[config.mk]
export PLATFORM = sky130hd
export DESIGN_NAME = gms_gauge_sequencer
export DESIGN_NICKNAME = d
export VERILOG_FILES = /design/src/pkg/gms_pkg.sv /design/src/design/gms_gauge_sequencer.sv
export SDC_FILE = /design/constraint.sdc
export NUM_CORES = 1
export LEC_CHECK = 0
export BUFFER_PORTS_ARGS = -buffer_cell sky130_fd_sc_hd__buf_2
export CORE_UTILIZATION = 59
export DETAILED_ROUTE_END_ITERATION = 10
export HOLD_SLACK_MARGIN = 0.08
export PLACE_DENSITY = 0.77
export SETUP_SLACK_MARGIN = 0.02
export SLEW_MARGIN = 40
export SYNTH_ARGS = -nofsm -noshare
export SYNTH_HDL_FRONTEND = slang
export SYNTH_SLANG_ARGS = --single-unit
[constraint.sdc]
create_clock -name core_clk -period 12.9 [get_ports core_clk]
set_input_delay 0.645 -clock core_clk [delete_from_list [all_inputs] [get_ports core_clk]]
set_output_delay 0.645 -clock core_clk [all_outputs]
set_load 0.01 [all_outputs]
[src/pkg/gms_pkg.sv]
// constants, types and register map of the gauge measurement sequencer
`default_nettype none
package gms_pkg;
  localparam int unsigned CLK_HZ             = 10_000_000;
  localparam int unsigned SEQ_HALF_MS        = 880;
  localparam int unsigned SEQ_HALF_CYCLES    = SEQ_HALF_MS * (CLK_HZ / 1000);
  localparam int unsigned BUS_LOW_SLEEP_MS   = 1500;
  localparam int unsigned BUS_LOW_SLEEP_CYCLES = BUS_LOW_SLEEP_MS * (CLK_HZ / 1000);
  localparam int unsigned DIVIDER_SETTLE_LEAD_MS = 8;
  localparam int unsigned DIVIDER_SETTLE_LEAD_CYCLES = DIVIDER_SETTLE_LEAD_MS * (CLK_HZ / 1000);
  localparam int unsigned CUR_LSB_UV         = 25;
  localparam int unsigned ACC_RANGE_UVH      = 204800;
  localparam int          ACC_LIMIT          = (ACC_RANGE_UVH * 3600) / ((CUR_LSB_UV * SEQ_HALF_MS) / 1000);
  localparam logic [6:0]  DEV_ADDR           = 7'h36;
  localparam logic [7:0]  ADDR_CONFIG        = 8'h01;
  localparam logic [7:0]  ADDR_AUX0_HI       = 8'h08;
  localparam logic [7:0]  ADDR_AUX0_LO       = 8'h09;
  localparam logic [7:0]  ADDR_AUX1_HI       = 8'h0A;
  localparam logic [7:0]  ADDR_AUX1_LO       = 8'h0B;
  localparam logic [7:0]  ADDR_VOLT_HI       = 8'h0C;
  localparam logic [7:0]  ADDR_VOLT_LO       = 8'h0D;
  localparam logic [7:0]  ADDR_CUR_HI        = 8'h0E;
  localparam logic [7:0]  ADDR_CUR_LO        = 8'h0F;
  localparam logic [7:0]  ADDR_TEMP_HI       = 8'h10;
  localparam logic [7:0]  ADDR_TEMP_LO       = 8'h11;
  localparam logic [7:0]  ADDR_CURRENT_OFFSET_BIAS          = 8'h12;
  localparam logic [7:0]  ADDR_SCALE         = 8'h13;
  localparam logic [7:0]  ADDR_ACC_HI        = 8'h14;
  localparam logic [7:0]  ADDR_ACC_LO        = 8'h15;
  localparam int unsigned CFG_TEMP_BIT       = 0;
  localparam int unsigned CFG_SLEEP_BIT      = 5;
  localparam int unsigned CFG_ACTIVE_BIT     = 7;
  localparam logic [7:0]  CONFIG_RESET       = 8'h00;
  localparam logic [7:0]  CURRENT_OFFSET_BIAS_RESET         = 8'h00;
  localparam logic [7:0]  SCALE_RESET        = 8'h00;
  localparam logic [15:0] RESULT_RESET       = 16'h0000;
  localparam logic [15:0] SAT_POS            = 16'h7FFF;
  localparam logic [15:0] SAT_NEG            = 16'h8000;
  localparam logic [12:0] VOLT_CODE_MAX      = 13'h0FFF;
  localparam int          CUR_MAX            = 2047;
  localparam int          CUR_MIN            = -2048;
  localparam logic [9:0]  CAL_SLOT           = 10'h3FF;

  typedef struct packed {
    logic [12:0]        cell_voltage_input;
    logic signed [12:0] current_sense_input;
    logic [10:0]        aux_input_zero;
    logic [10:0]        aux_input_one;
    logic signed [10:0] temp_code;
    logic signed [7:0]  adc_offset;
  } gms_raw_t;

  typedef enum logic [6:0] {
    GMS_IDLE  = 7'b0000001,
    GMS_ADDR  = 7'b0000010,
    GMS_AACK  = 7'b0000100,
    GMS_WRX   = 7'b0001000,
    GMS_WACK  = 7'b0010000,
    GMS_RDATA = 7'b0100000,
    GMS_RACK  = 7'b1000000
  } gms_bus_state_t;
endpackage
`default_nettype wire

[src/design/gms_gauge_sequencer.sv]
// measurement sequencer, accumulator and two-wire register access of the gauge
`default_nettype none
module gms_gauge_sequencer
  import gms_pkg::*;
#(
  parameter int unsigned HALF_CYCLES  = SEQ_HALF_CYCLES,
  parameter int unsigned SLEEP_CYCLES = BUS_LOW_SLEEP_CYCLES,
  parameter int unsigned LEAD_CYCLES  = DIVIDER_SETTLE_LEAD_CYCLES
) (
  input  wire logic              core_clk,
  input  wire logic              rst_n,
  input  wire logic              scl_in,
  input  wire logic              sda_in,
  output logic                   sda_out,
  output logic                   sda_oe,
  input  wire gms_raw_t          raw,
  input  wire logic              ocv_restart,
  output logic                   divider_supply_en,
  output logic                   power_active,
  output logic signed [15:0]     capacity_delta
);
  localparam int unsigned VOLT_AT = HALF_CYCLES / 4;
  localparam int unsigned AUX_BEG = HALF_CYCLES / 2;
  localparam int unsigned AUX_END = (HALF_CYCLES / 4) * 3;
  localparam int unsigned CUR_AT  = HALF_CYCLES - 1;

  logic                 scl_m, scl_s, scl_d, sda_m, sda_s, sda_d;
  logic [7:0]           config_reg, current_offset_bias, capacity_scale;
  logic [15:0]          voltage_result, current_result, temp_result;
  logic [15:0]          aux_input_zero_result, aux_input_one_result;
  logic signed [26:0]   charge_accumulator;
  logic signed [7:0]    offset_corr;
  logic [31:0]          phase, low_cnt;
  logic                 aux_sel, power_sleep;
  logic [9:0]           conv_cnt;
  logic                 volt_done, aux_done, cur_done, cal;
  logic signed [13:0]   volt_corr;
  logic signed [14:0]   cur_biased;
  logic signed [11:0]   cur_sat;
  logic [15:0]          next_current;
  logic signed [27:0]   acc_sum;
  logic signed [35:0]   scaled;
  gms_bus_state_t       st;
  logic [7:0]           shreg, ptr, tx, rd_byte, lo_snap;
  logic [3:0]           bitcnt;
  logic                 rw, first_byte, nack, wr_en;
  logic [7:0]           wr_addr, wr_data;
  logic                 scl_rise, scl_fall, bus_start, bus_stop;

  // two-stage synchronisers on the bus pins
  always_ff @(posedge core_clk) begin
    if (!rst_n) begin
      {scl_m, scl_s, scl_d} <= 3'h7;
      {sda_m, sda_s, sda_d} <= 3'h7;
    end else begin
      {scl_m, scl_s, scl_d} <= {scl_in, scl_m, scl_s};
      {sda_m, sda_s, sda_d} <= {sda_in, sda_m, sda_s};
    end
  end
  assign scl_rise  = scl_s && !scl_d;
  assign scl_fall  = !scl_s && scl_d;
  assign bus_start = scl_s && scl_d && sda_d && !sda_s;
  assign bus_stop  = scl_s && scl_d && !sda_d && sda_s;

  // power mode
  always_ff @(posedge core_clk) begin
    if (!rst_n) begin
      power_sleep <= 1'b0;
      low_cnt     <= 32'h0;
    end else if (power_sleep) begin
      low_cnt <= 32'h0;
      if (scl_s || sda_s)
        power_sleep <= 1'b0;
    end else if (config_reg[CFG_SLEEP_BIT] && !scl_s && !sda_s) begin
      if (low_cnt == SLEEP_CYCLES - 1) begin
        power_sleep <= 1'b1;
        low_cnt     <= 32'h0;
      end else begin
        low_cnt <= low_cnt + 32'h1;
      end
    end else begin
      low_cnt <= 32'h0;
    end
  end
  assign power_active = !power_sleep;

  // conversion sequence timebase
  always_ff @(posedge core_clk) begin
    if (!rst_n || power_sleep) begin
      phase    <= 32'h0;
      aux_sel  <= 1'b0;
      conv_cnt <= 10'h0;
    end else if (phase == CUR_AT) begin
      phase    <= 32'h0;
      aux_sel  <= !aux_sel;
      conv_cnt <= conv_cnt + 10'h1;
    end else begin
      phase <= phase + 32'h1;
    end
  end
  assign volt_done = !power_sleep && phase == VOLT_AT;
  assign aux_done  = !power_sleep && phase == AUX_END;
  assign cur_done  = !power_sleep && phase == CUR_AT;
  assign cal       = conv_cnt == CAL_SLOT;
  assign divider_supply_en = !power_sleep && phase + LEAD_CYCLES >= AUX_BEG && phase < AUX_END
                             && !(aux_sel && config_reg[CFG_TEMP_BIT]);

  // offset calibration
  always_ff @(posedge core_clk) begin
    if (!rst_n)
      offset_corr <= 8'sh00;
    else if (cur_done && cal)
      offset_corr <= raw.adc_offset;
  end

  // voltage result
  assign volt_corr = $signed({1'b0, raw.cell_voltage_input}) - 14'(offset_corr);
  always_ff @(posedge core_clk) begin
    if (!rst_n)
      voltage_result <= RESULT_RESET;
    else if (volt_done && !cal) begin
      if (volt_corr < 0)
        voltage_result <= RESULT_RESET;
      else if (volt_corr > $signed({1'b0, VOLT_CODE_MAX}))
        voltage_result <= SAT_POS;
      else
        voltage_result <= {1'b0, volt_corr[11:0], 3'h0};
    end
  end

  // current result, bias and clamp
  assign cur_biased = -15'(raw.current_sense_input) - 15'(offset_corr)
                      + 15'($signed(current_offset_bias));
  always_comb begin
    if (cur_biased > 15'(CUR_MAX)) begin
      cur_sat      = 12'(CUR_MAX);
      next_current = SAT_POS;
    end else if (cur_biased < 15'(CUR_MIN)) begin
      cur_sat      = 12'(CUR_MIN);
      next_current = SAT_NEG;
    end else begin
      cur_sat      = cur_biased[11:0];
      next_current = {cur_biased[11:0], 4'h0};
    end
  end
  always_ff @(posedge core_clk) begin
    if (!rst_n)
      current_result <= RESULT_RESET;
    else if (cur_done && !cal)
      current_result <= next_current;
  end

  // aux and temperature results
  always_ff @(posedge core_clk) begin
    if (!rst_n) begin
      aux_input_zero_result <= RESULT_RESET;
      aux_input_one_result  <= RESULT_RESET;
      temp_result           <= RESULT_RESET;
    end else if (aux_done) begin
      if (!aux_sel)
        aux_input_zero_result <= {1'b0, raw.aux_input_zero, 4'h0};
      else if (config_reg[CFG_TEMP_BIT])
        temp_result <= {raw.temp_code, 5'h00};
      else
        aux_input_one_result <= {1'b0, raw.aux_input_one, 4'h0};
    end
  end

  // charge accumulator
  assign acc_sum = 28'(charge_accumulator) + 28'(cur_sat);
  always_ff @(posedge core_clk) begin
    if (!rst_n || ocv_restart)
      charge_accumulator <= 27'sh0;
    else if (cur_done && !cal) begin
      if (acc_sum > 28'(ACC_LIMIT))
        charge_accumulator <= 27'(ACC_LIMIT);
      else if (acc_sum < -28'(ACC_LIMIT))
        charge_accumulator <= -27'(ACC_LIMIT);
      else
        charge_accumulator <= acc_sum[26:0];
    end
  end
  assign scaled = 36'(charge_accumulator) * $signed({1'b0, capacity_scale});
  always_ff @(posedge core_clk) begin
    if (!rst_n)
      capacity_delta <= 16'sh0;
    else
      capacity_delta <= scaled[34:19];
  end

  // host-writable registers
  always_ff @(posedge core_clk) begin
    if (!rst_n) begin
      config_reg          <= CONFIG_RESET;
      current_offset_bias <= CURRENT_OFFSET_BIAS_RESET;
      capacity_scale      <= SCALE_RESET;
    end else if (wr_en) begin
      case (wr_addr)
        ADDR_CONFIG: config_reg <= {1'b0, wr_data[6:0]};
        ADDR_CURRENT_OFFSET_BIAS: current_offset_bias <= wr_data;
        ADDR_SCALE: capacity_scale <= wr_data;
        default: config_reg <= config_reg;
      endcase
    end
  end

  // register read mux
  always_comb begin
    case (ptr)
      ADDR_CONFIG: rd_byte = {power_active, config_reg[6:0]};
      ADDR_AUX0_HI: rd_byte = aux_input_zero_result[15:8];
      ADDR_AUX0_LO: rd_byte = aux_input_zero_result[7:0];
      ADDR_AUX1_HI: rd_byte = aux_input_one_result[15:8];
      ADDR_AUX1_LO: rd_byte = aux_input_one_result[7:0];
      ADDR_VOLT_HI: rd_byte = voltage_result[15:8];
      ADDR_VOLT_LO: rd_byte = voltage_result[7:0];
      ADDR_CUR_HI: rd_byte = current_result[15:8];
      ADDR_CUR_LO: rd_byte = current_result[7:0];
      ADDR_TEMP_HI: rd_byte = temp_result[15:8];
      ADDR_TEMP_LO: rd_byte = temp_result[7:0];
      ADDR_CURRENT_OFFSET_BIAS: rd_byte = current_offset_bias;
      ADDR_SCALE: rd_byte = capacity_scale;
      ADDR_ACC_HI: rd_byte = charge_accumulator[26:19];
      ADDR_ACC_LO: rd_byte = charge_accumulator[18:11];
      default: rd_byte = 8'h00;
    endcase
  end

  // two-wire slave, serves registers in either mode
  always_ff @(posedge core_clk) begin
    if (!rst_n) begin
      st <= GMS_IDLE;
      {shreg, ptr, tx, lo_snap, wr_addr, wr_data} <= 48'h0;
      bitcnt <= 4'h0;
      {rw, first_byte, nack, wr_en, sda_oe} <= 5'h0;
    end else begin
      wr_en <= 1'b0;
      if (bus_stop) begin
        st     <= GMS_IDLE;
        sda_oe <= 1'b0;
      end else if (bus_start) begin
        st     <= GMS_ADDR;
        bitcnt <= 4'h0;
        sda_oe <= 1'b0;
      end else if (scl_rise) begin
        if (st == GMS_ADDR || st == GMS_WRX) begin
          shreg  <= {shreg[6:0], sda_s};
          bitcnt <= bitcnt + 4'h1;
        end else if (st == GMS_RDATA)
          bitcnt <= bitcnt + 4'h1;
        else if (st == GMS_RACK)
          nack <= sda_s;
      end else if (scl_fall) begin
        case (st)
          GMS_ADDR: if (bitcnt == 4'h8) begin
            if (shreg[7:1] == DEV_ADDR) begin
              sda_oe     <= 1'b1;
              rw         <= shreg[0];
              first_byte <= 1'b1;
              st         <= GMS_AACK;
            end else
              st <= GMS_IDLE;
          end
          GMS_WRX: if (bitcnt == 4'h8) begin
            sda_oe <= 1'b1;
            st     <= GMS_WACK;
            if (first_byte)
              ptr <= shreg;
            else begin
              wr_en   <= 1'b1;
              wr_addr <= ptr;
              wr_data <= shreg;
              ptr     <= ptr + 8'h1;
            end
            first_byte <= 1'b0;
          end
          GMS_WACK: begin
            sda_oe <= 1'b0;
            bitcnt <= 4'h0;
            st     <= GMS_WRX;
          end
          GMS_AACK, GMS_RACK: begin
            if (st == GMS_AACK && !rw) begin
              sda_oe <= 1'b0;
              bitcnt <= 4'h0;
              st     <= GMS_WRX;
            end else if (st == GMS_RACK && nack) begin
              sda_oe <= 1'b0;
              st     <= GMS_IDLE;
            end else begin
              if (!ptr[0] && ptr >= ADDR_AUX0_HI && ptr <= ADDR_ACC_LO && ptr != ADDR_CURRENT_OFFSET_BIAS) begin
                lo_snap <= (ptr == ADDR_AUX0_HI) ? aux_input_zero_result[7:0] :
                           (ptr == ADDR_AUX1_HI) ? aux_input_one_result[7:0] :
                           (ptr == ADDR_VOLT_HI) ? voltage_result[7:0] :
                           (ptr == ADDR_CUR_HI) ? current_result[7:0] :
                           (ptr == ADDR_TEMP_HI) ? temp_result[7:0] :
                           charge_accumulator[18:11];
                tx <= rd_byte;
              end else if (ptr[0] && ptr > ADDR_AUX0_HI && ptr <= ADDR_ACC_LO && ptr != ADDR_SCALE)
                tx <= lo_snap;
              else
                tx <= rd_byte;
              sda_oe <= (ptr[0] && ptr > ADDR_AUX0_HI && ptr <= ADDR_ACC_LO && ptr != ADDR_SCALE)
                        ? !lo_snap[7] : !rd_byte[7];
              ptr    <= ptr + 8'h1;
              bitcnt <= 4'h0;
              st     <= GMS_RDATA;
            end
          end
          GMS_RDATA: if (bitcnt == 4'h8) begin
            sda_oe <= 1'b0;
            st     <= GMS_RACK;
          end else begin
            sda_oe <= !tx[3'(7 - bitcnt)];
          end
          GMS_IDLE: sda_oe <= 1'b0;
          default: st <= GMS_IDLE;
        endcase
      end
    end
  end
  assign sda_out = 1'b0;
endmodule
`default_nettype wire

After elaboration in Yosys (flattened, before gate mapping)
Cells that the tools add are included.
{"block": "totals", "n_memories": 0, "romBits": 0, "latchBits": 0, "output_inout_bits": 20, "mem_bits_rw": 0, "word_cells": 256, "ff_bits": 285}
{"block": "classes", "eq_ne": 47, "n_div": 0, "muxes": 56, "magnitude_cmp": 12, "n_mul": 1, "n_reduce_logical": 76, "addsub": 12, "n_shift": 0, "n_bitwise": 16}
{"operator": "8-bit case mux with 15 select lines", "n": 1}
{"operator": "8-bit two-way mux", "n": 11}
{"operator": "32-bit by 1-bit adder with 32-bit output, second input constant", "n": 2}
{"operator": "32-bit by 24-bit equality test with 1-bit output, second input constant", "n": 2}
{"operator": "8-bit by 4-bit equality test with 1-bit output, second input constant", "n": 8}
{"operator": "8-bit by 5-bit equality test with 1-bit output, second input constant", "n": 8}
{"operator": "27-bit two-way mux", "n": 2}
{"operator": "7-bit case mux with 6 select lines", "n": 1}
{"operator": "27-bit by 9-bit multiplier with 35-bit output", "n": 1}
{"operator": "32-bit by 17-bit adder with 32-bit output, second input constant", "n": 1}
{"operator": "32-bit by 22-bit equality test with 1-bit output, second input constant", "n": 1}
{"operator": "32-bit by 23-bit equality test with 1-bit output, second input constant", "n": 1}
{"operator": "32-bit by 23-bit greater-or-equal comparator with 1-bit output, second input constant", "n": 1}
{"operator": "32-bit by 23-bit < comparator with 1-bit output, second input constant", "n": 1}
{"operator": "16-bit two-way mux", "n": 2}
{"operator": "15-bit two-way mux", "n": 2}
{"operator": "27-bit by 12-bit adder with 28-bit output", "n": 1}
{"operator": "28-bit by 26-bit > comparator with 1-bit output, second input constant", "n": 1}
{"operator": "28-bit by 26-bit < comparator with 1-bit output, second input constant", "n": 1}
{"operator": "4-bit two-way mux", "n": 7}
{"operator": "1-bit logical AND", "n": 27}
{"operator": "12-bit two-way mux", "n": 2}
{"operator": "6-bit AND reduction", "n": 4}
{"operator": "8-bit AND reduction", "n": 3}
{"operator": "58 further kinds", "n": 129}

Logic depth before layout (Yosys ltp)
{"block": "depth", "word_depth": 10, "ltp_mapped": 33, "depth_no_buf": 30}

Worst setup path after synthesis
OpenSTA, ideal clock, no wires.
{"block": "synth_path", "path_kind": "input to register", "start": "input raw[43] (netlist name)", "end": "register charge_accumulator[20]", "cell_stages": 31, "path_slack_ns": 5.996, "arrival_ns": 6.783, "path_buffers": 3, "cell_sequence": "inv_1 fa_1 ha_1 a211oi_2 o21a_2 nor3_2 or3_1 a21o_1 a21oi_1 nor2b_1 or4b_2 a31o_2 clkbuf_1 o21ai_0 ha_1 inv_1 fa_1 nor2b_1 o31a_1 o21ai_0 a21o_1 a2111oi_0 o21a_1 a2bb2o_1 nor4_1 o2111ai_1 and2_1 clkbuf_1 buf_2 nand2_1 a21oi_2"}
{"block": "synth_between", "elab_chain_len": 10}
{"item": "from (decl)", "line": "gms_gauge_sequencer.sv:16", "text": "input wire gms_raw_t raw,"}
{"item": "13-bit negation with 15-bit output (*)", "line": "gms_gauge_sequencer.sv:132", "text": "assign cur_biased = -15'(raw.current_sense_input) - 15'(offset_corr)"}
{"item": "15-bit by 8-bit subtractor with 15-bit output (*)", "line": "gms_gauge_sequencer.sv:132"}
{"item": "15-bit by 8-bit adder with 15-bit output (*)", "line": "gms_gauge_sequencer.sv:133", "text": "+ 15'($signed(current_offset_bias));"}
{"item": "15-bit by 12-bit < comparator with 1-bit output", "line": "gms_gauge_sequencer.sv:138", "text": "end else if (cur_biased < 15'(CUR_MIN)) begin"}
{"item": "12-bit two-way mux", "line": "gms_gauge_sequencer.sv:138"}
{"item": "12-bit two-way mux (*)", "line": "gms_gauge_sequencer.sv:135", "text": "if (cur_biased > 15'(CUR_MAX)) begin"}
{"item": "via cur_sat[0]", "line": "gms_gauge_sequencer.sv:39", "text": "logic signed [11:0] cur_sat;"}
{"item": "27-bit by 12-bit adder with 28-bit output (*)", "line": "gms_gauge_sequencer.sv:170", "text": "assign acc_sum = 28'(charge_accumulator) + 28'(cur_sat);"}
{"item": "28-bit by 26-bit < comparator with 1-bit output", "line": "gms_gauge_sequencer.sv:177", "text": "else if (acc_sum < -28'(ACC_LIMIT))"}
{"item": "27-bit two-way mux", "line": "gms_gauge_sequencer.sv:177"}
{"item": "27-bit two-way mux (*)", "line": "gms_gauge_sequencer.sv:175", "text": "if (acc_sum > 28'(ACC_LIMIT))"}
{"item": "to (signal assigned)", "line": "gms_gauge_sequencer.sv:176", "text": "charge_accumulator <= 27'(ACC_LIMIT);"}
{"item": "to (signal assigned)", "line": "gms_gauge_sequencer.sv:178", "text": "charge_accumulator <= -27'(ACC_LIMIT);"}
{"item": "to (signal assigned)", "line": "gms_gauge_sequencer.sv:180", "text": "charge_accumulator <= acc_sum[26:0];"}
{"item": "to (decl)", "line": "gms_gauge_sequencer.sv:31", "text": "logic signed [26:0] charge_accumulator;"}
Mark *: on every way through the listed nets, which the timed path passes. The rest lies on a longest branch.
A chain may end at the register's enable or synchronous reset.

Worst setup path after layout
{"block": "layout_path", "start": "register offset_corr[7]", "end": "register charge_accumulator[23]"}
{"block": "layout_between", "elab_chain_len": 9}
{"item": "from (decl)", "line": "gms_gauge_sequencer.sv:32", "text": "logic signed [7:0] offset_corr;"}
{"item": "from (signal assigned)", "line": "gms_gauge_sequencer.sv:113", "text": "offset_corr <= raw.adc_offset;"}
{"item": "15-bit by 8-bit subtractor with 15-bit output (*)", "line": "gms_gauge_sequencer.sv:132"}
{"item": "15-bit by 8-bit adder with 15-bit output (*)", "line": "gms_gauge_sequencer.sv:133"}
{"item": "15-bit by 12-bit < comparator with 1-bit output", "line": "gms_gauge_sequencer.sv:138"}
{"item": "12-bit two-way mux", "line": "gms_gauge_sequencer.sv:138"}
{"item": "12-bit two-way mux (*)", "line": "gms_gauge_sequencer.sv:135"}
{"item": "via cur_sat[0]", "line": "gms_gauge_sequencer.sv:39"}
{"item": "27-bit by 12-bit adder with 28-bit output (*)", "line": "gms_gauge_sequencer.sv:170"}
{"item": "28-bit by 26-bit < comparator with 1-bit output", "line": "gms_gauge_sequencer.sv:177"}
{"item": "27-bit two-way mux", "line": "gms_gauge_sequencer.sv:177"}
{"item": "27-bit two-way mux (*)", "line": "gms_gauge_sequencer.sv:175"}
Marked as above.

==> out/qor.yml <==
run_status:
  status: "complete, no violations"
drt:
  ant_nets: 0
  drt-total-wl_mm: 60.2
  via_per_inst: 5.94
  dr.pass1.iters: 6
  initialDrtViolationCount: 1701
  wl_per_cell_um: 18.2
  post-route-drc-count: 0
  vias: 19700
synthesis:
  yosysWarnings: 0
  ys_top_cells_by_count: "329 x nor2_1, 279 x dfxtp_1, 277 x nand2_1"
  synth_edf_count: 0
  ys_ff_latch: 279
  yosysSeqAreaShare_pct: 24.6
  ys_types: 92
  syn_avg_cell_area_um2: 8.17
  synth_area_leaders: "dfxtp_1 25%, fa_1 16%, ha_1 6.7%"
  synth.most_common_cell: "nor2_1"
  synth_area_mm2: 0.0227
  syn_nets: 3150
  synth-main-ff-cell: "dfxtp_1"
  syn_inst: 2777
  synth_top_area_cell: "dfxtp_1"
  async_reset_ff_share_pct: 0
  synth_top_area_share_pct: 24.6
cells_and_area:
  multi_input_area_mm2: 0.0156
  reg_top3: "low_cnt (32), phase (32), charge_accumulator (27)"
  area_growth_pct: 8.24
  drive_gt1_share_pct: 8.11
  ff_latch_area_mm2: 0.00560
  nFillCells: 3175
  nets: 3148
die:
  die_h_um: 198
  coreArea_mm2: 0.0378
  num_io_pins: 92
  placementRows: 71
  die_w_um: 198
  initial_utilization_pct: 60.1
  dieArea_mm2: 0.0393
setup_path:
  cp.required_ps: 13330
  start_kind: "flip-flop"
  path_max_fanout: 16
  startpoint: "offset_corr[7]$_SDFFE_PN0P_"
  r2r_start: "offset_corr[7]$_SDFFE_PN0P_"
  worstSetupPathType: "reg -> reg"
  setup.worst_path.end_class: "flip-flop"
  arrival_ps: 7950
  rr_worst_depth: 27
clock_tree:
  holdBufCountCts: 0
  insertion_delay_ps: 550
  cts_resized: 0
  cts.sinks: 279
  cts_root_buf: "clkbuf_16"
  numCtsBuffers: 34
  clk_pin_slew_ps: 60
  cts_tree: "built"
  cts_buffer_depth: 3
  cts_htree_levels: 2
  cts_setup_buffers: 0
grt:
  gr-total-overflow: 0
  antenna_found_initial: 2
  grt_max_degree: 69
  grt_pass1_vias: 19100
  grt_use_total_pct: 31.4
  grt_pass1_wl_mm: 98.6
hold_path:
  hp-start: "scl_in"
  min_path_cells: 2
  hold_path_class: "in -> reg"
timing:
  slew_headroom_pct: 39.2
  min_period_ps: 7530
  slew_viol_final: 0
  setup_tns_ps: 0
  clock_skew_ps: 14.2
  hold_violations: 0
  final_min_period_over_clock_period_pct: 58.3
  tightest_slew_ps: 903
  grt_setup_unrepaired: "no"
  fmax_ghz: 0.133
  setup_viol: 0
job:
  max_cap_viol_count: 0
placed_design:
  gp_congestion: 0.950
  portBuffers: 90
  hpwlAfterDp_mm: 45.5
pwr:
  p_leak_nw: 10.7
  power.density_mw_per_mm2: 84.0
  max-vdd-ir-drop_v: 0.0000933
  power_mw: 2.06
==> metal layers <==
layer / GRT usage [%] / share of wire, %
met2: 50.2 / 45
met1: 43.1 / 44
met4: 9.39 / 2.6
met3: 5.72 / 8.0
met5: 0 / 0
==> path summary, 6_finish.rpt <==
check                                                           end  slack, ps
worst max-delay path            charge_accumulator[23]$_SDFFE_PP0P_       5370
worst min-delay path                               scl_m$_SDFF_PN1_        290
worst max register to register  charge_accumulator[23]$_SDFFE_PP0P_       5370
worst min register to register                     scl_s$_SDFF_PN1_        410
==> critical path, cell delays in order (launching register included) <==
cell,delay (ps)
dfxtp_1,330
inv_1,480
fa_1,530
ha_1,360
nand2_1,90
o21ai_0,340
or3_1,200
a21o_1,120
a21oi_1,70
nor2b_1,160
or4b_2,630
a31o_2,340
o21ai_0,100
ha_1,220
inv_1,70
fa_1,400
nor2b_1,160
o31a_1,220
o21ai_0,200
a21o_1,300
a2111oi_0,560
o21a_1,230
a2bb2o_1,290
nor4_1,210
o2111ai_1,170
and2_1,360
nand3_1,180
a21oi_2,70
==> cells in the final DEF (no fill, tap or decap), types with 21 or more instances in the layout <==
| cell | instances |
|---|---|
| clkbuf_16 | 34 |
| dfxtp_1 | 271 |
| nand3_1 | 67 |
| inv_1 | 275 |
| a21oi_1 | 131 |
| fa_1 | 180 |
| nand2_1 | 277 |
| mux2i_1 | 85 |
| ha_1 | 121 |
| a221oi_1 | 21 |
| nor4_1 | 24 |
| buf_2 | 90 |
| nor3_1 | 51 |
| nand2b_1 | 21 |
| nor2_1 | 326 |
| o21ai_0 | 108 |
| and2_1 | 148 |
| nor2b_1 | 24 |
| and3_1 | 33 |
| xnor2_1 | 56 |
| xor2_1 | 60 |
==> cell families (layout without fill, tap and decap cells) <==
logic type      count (synthesis)  after routing  share of synthesized area, %
xor+xnor                      117            117                          4.51
buf+inv                       421            443                          7.08
other cells                     1              3                        0.0165
flops                         279            279                          24.6
mux                            91             91                          4.14
fa+ha+maj                     301            301                          22.5
compound gates                481            481                          14.0
simple gates                 1086           1086                          23.1
==> metrics by stage <==
stage | instances | util, % | cell area, um^2 | hold WS (ps) | setup slack, ps
floorplan | 2777 | - | 22700 | 386 | 6000
global placement | 3250 | 61.9 | 23400 | 389 | 5530
detailed placement | 3250 | 62.0 | 23400 | 394 | 5320
CTS | 3310 | 65.0 | 24500 | 280 | 5530
global route | 3311 | 65.1 | 24600 | 297 | 4900
finish | 3312 | 65.1 | 24600 | 293 | 5370
==> cell type report <==
class / count / share of cell area (%)
Multi-Input combinational cell: 2077 / 63.3
Sequential cell: 279 / 22.8
Clock inverter: 18 / 0.947
Inverter: 277 / 4.24
Tap cell: 511 / 2.60
Clock buffer: 42 / 3.75
Timing Repair Buffer: 106 / 2.32
Antenna cell: 2 / 0.0204
==> power breakdown <==
| part | switching, mW | internal, mW |
|---|---|---|
| Sequential | 0.00213 | 0.864 |
| Combinational | 0.132 | 0.0718 |
| Clock | 0.401 | 0.594 |
| Total | 0.535 | 1.53 |
(Power assumes the default switching activity.)
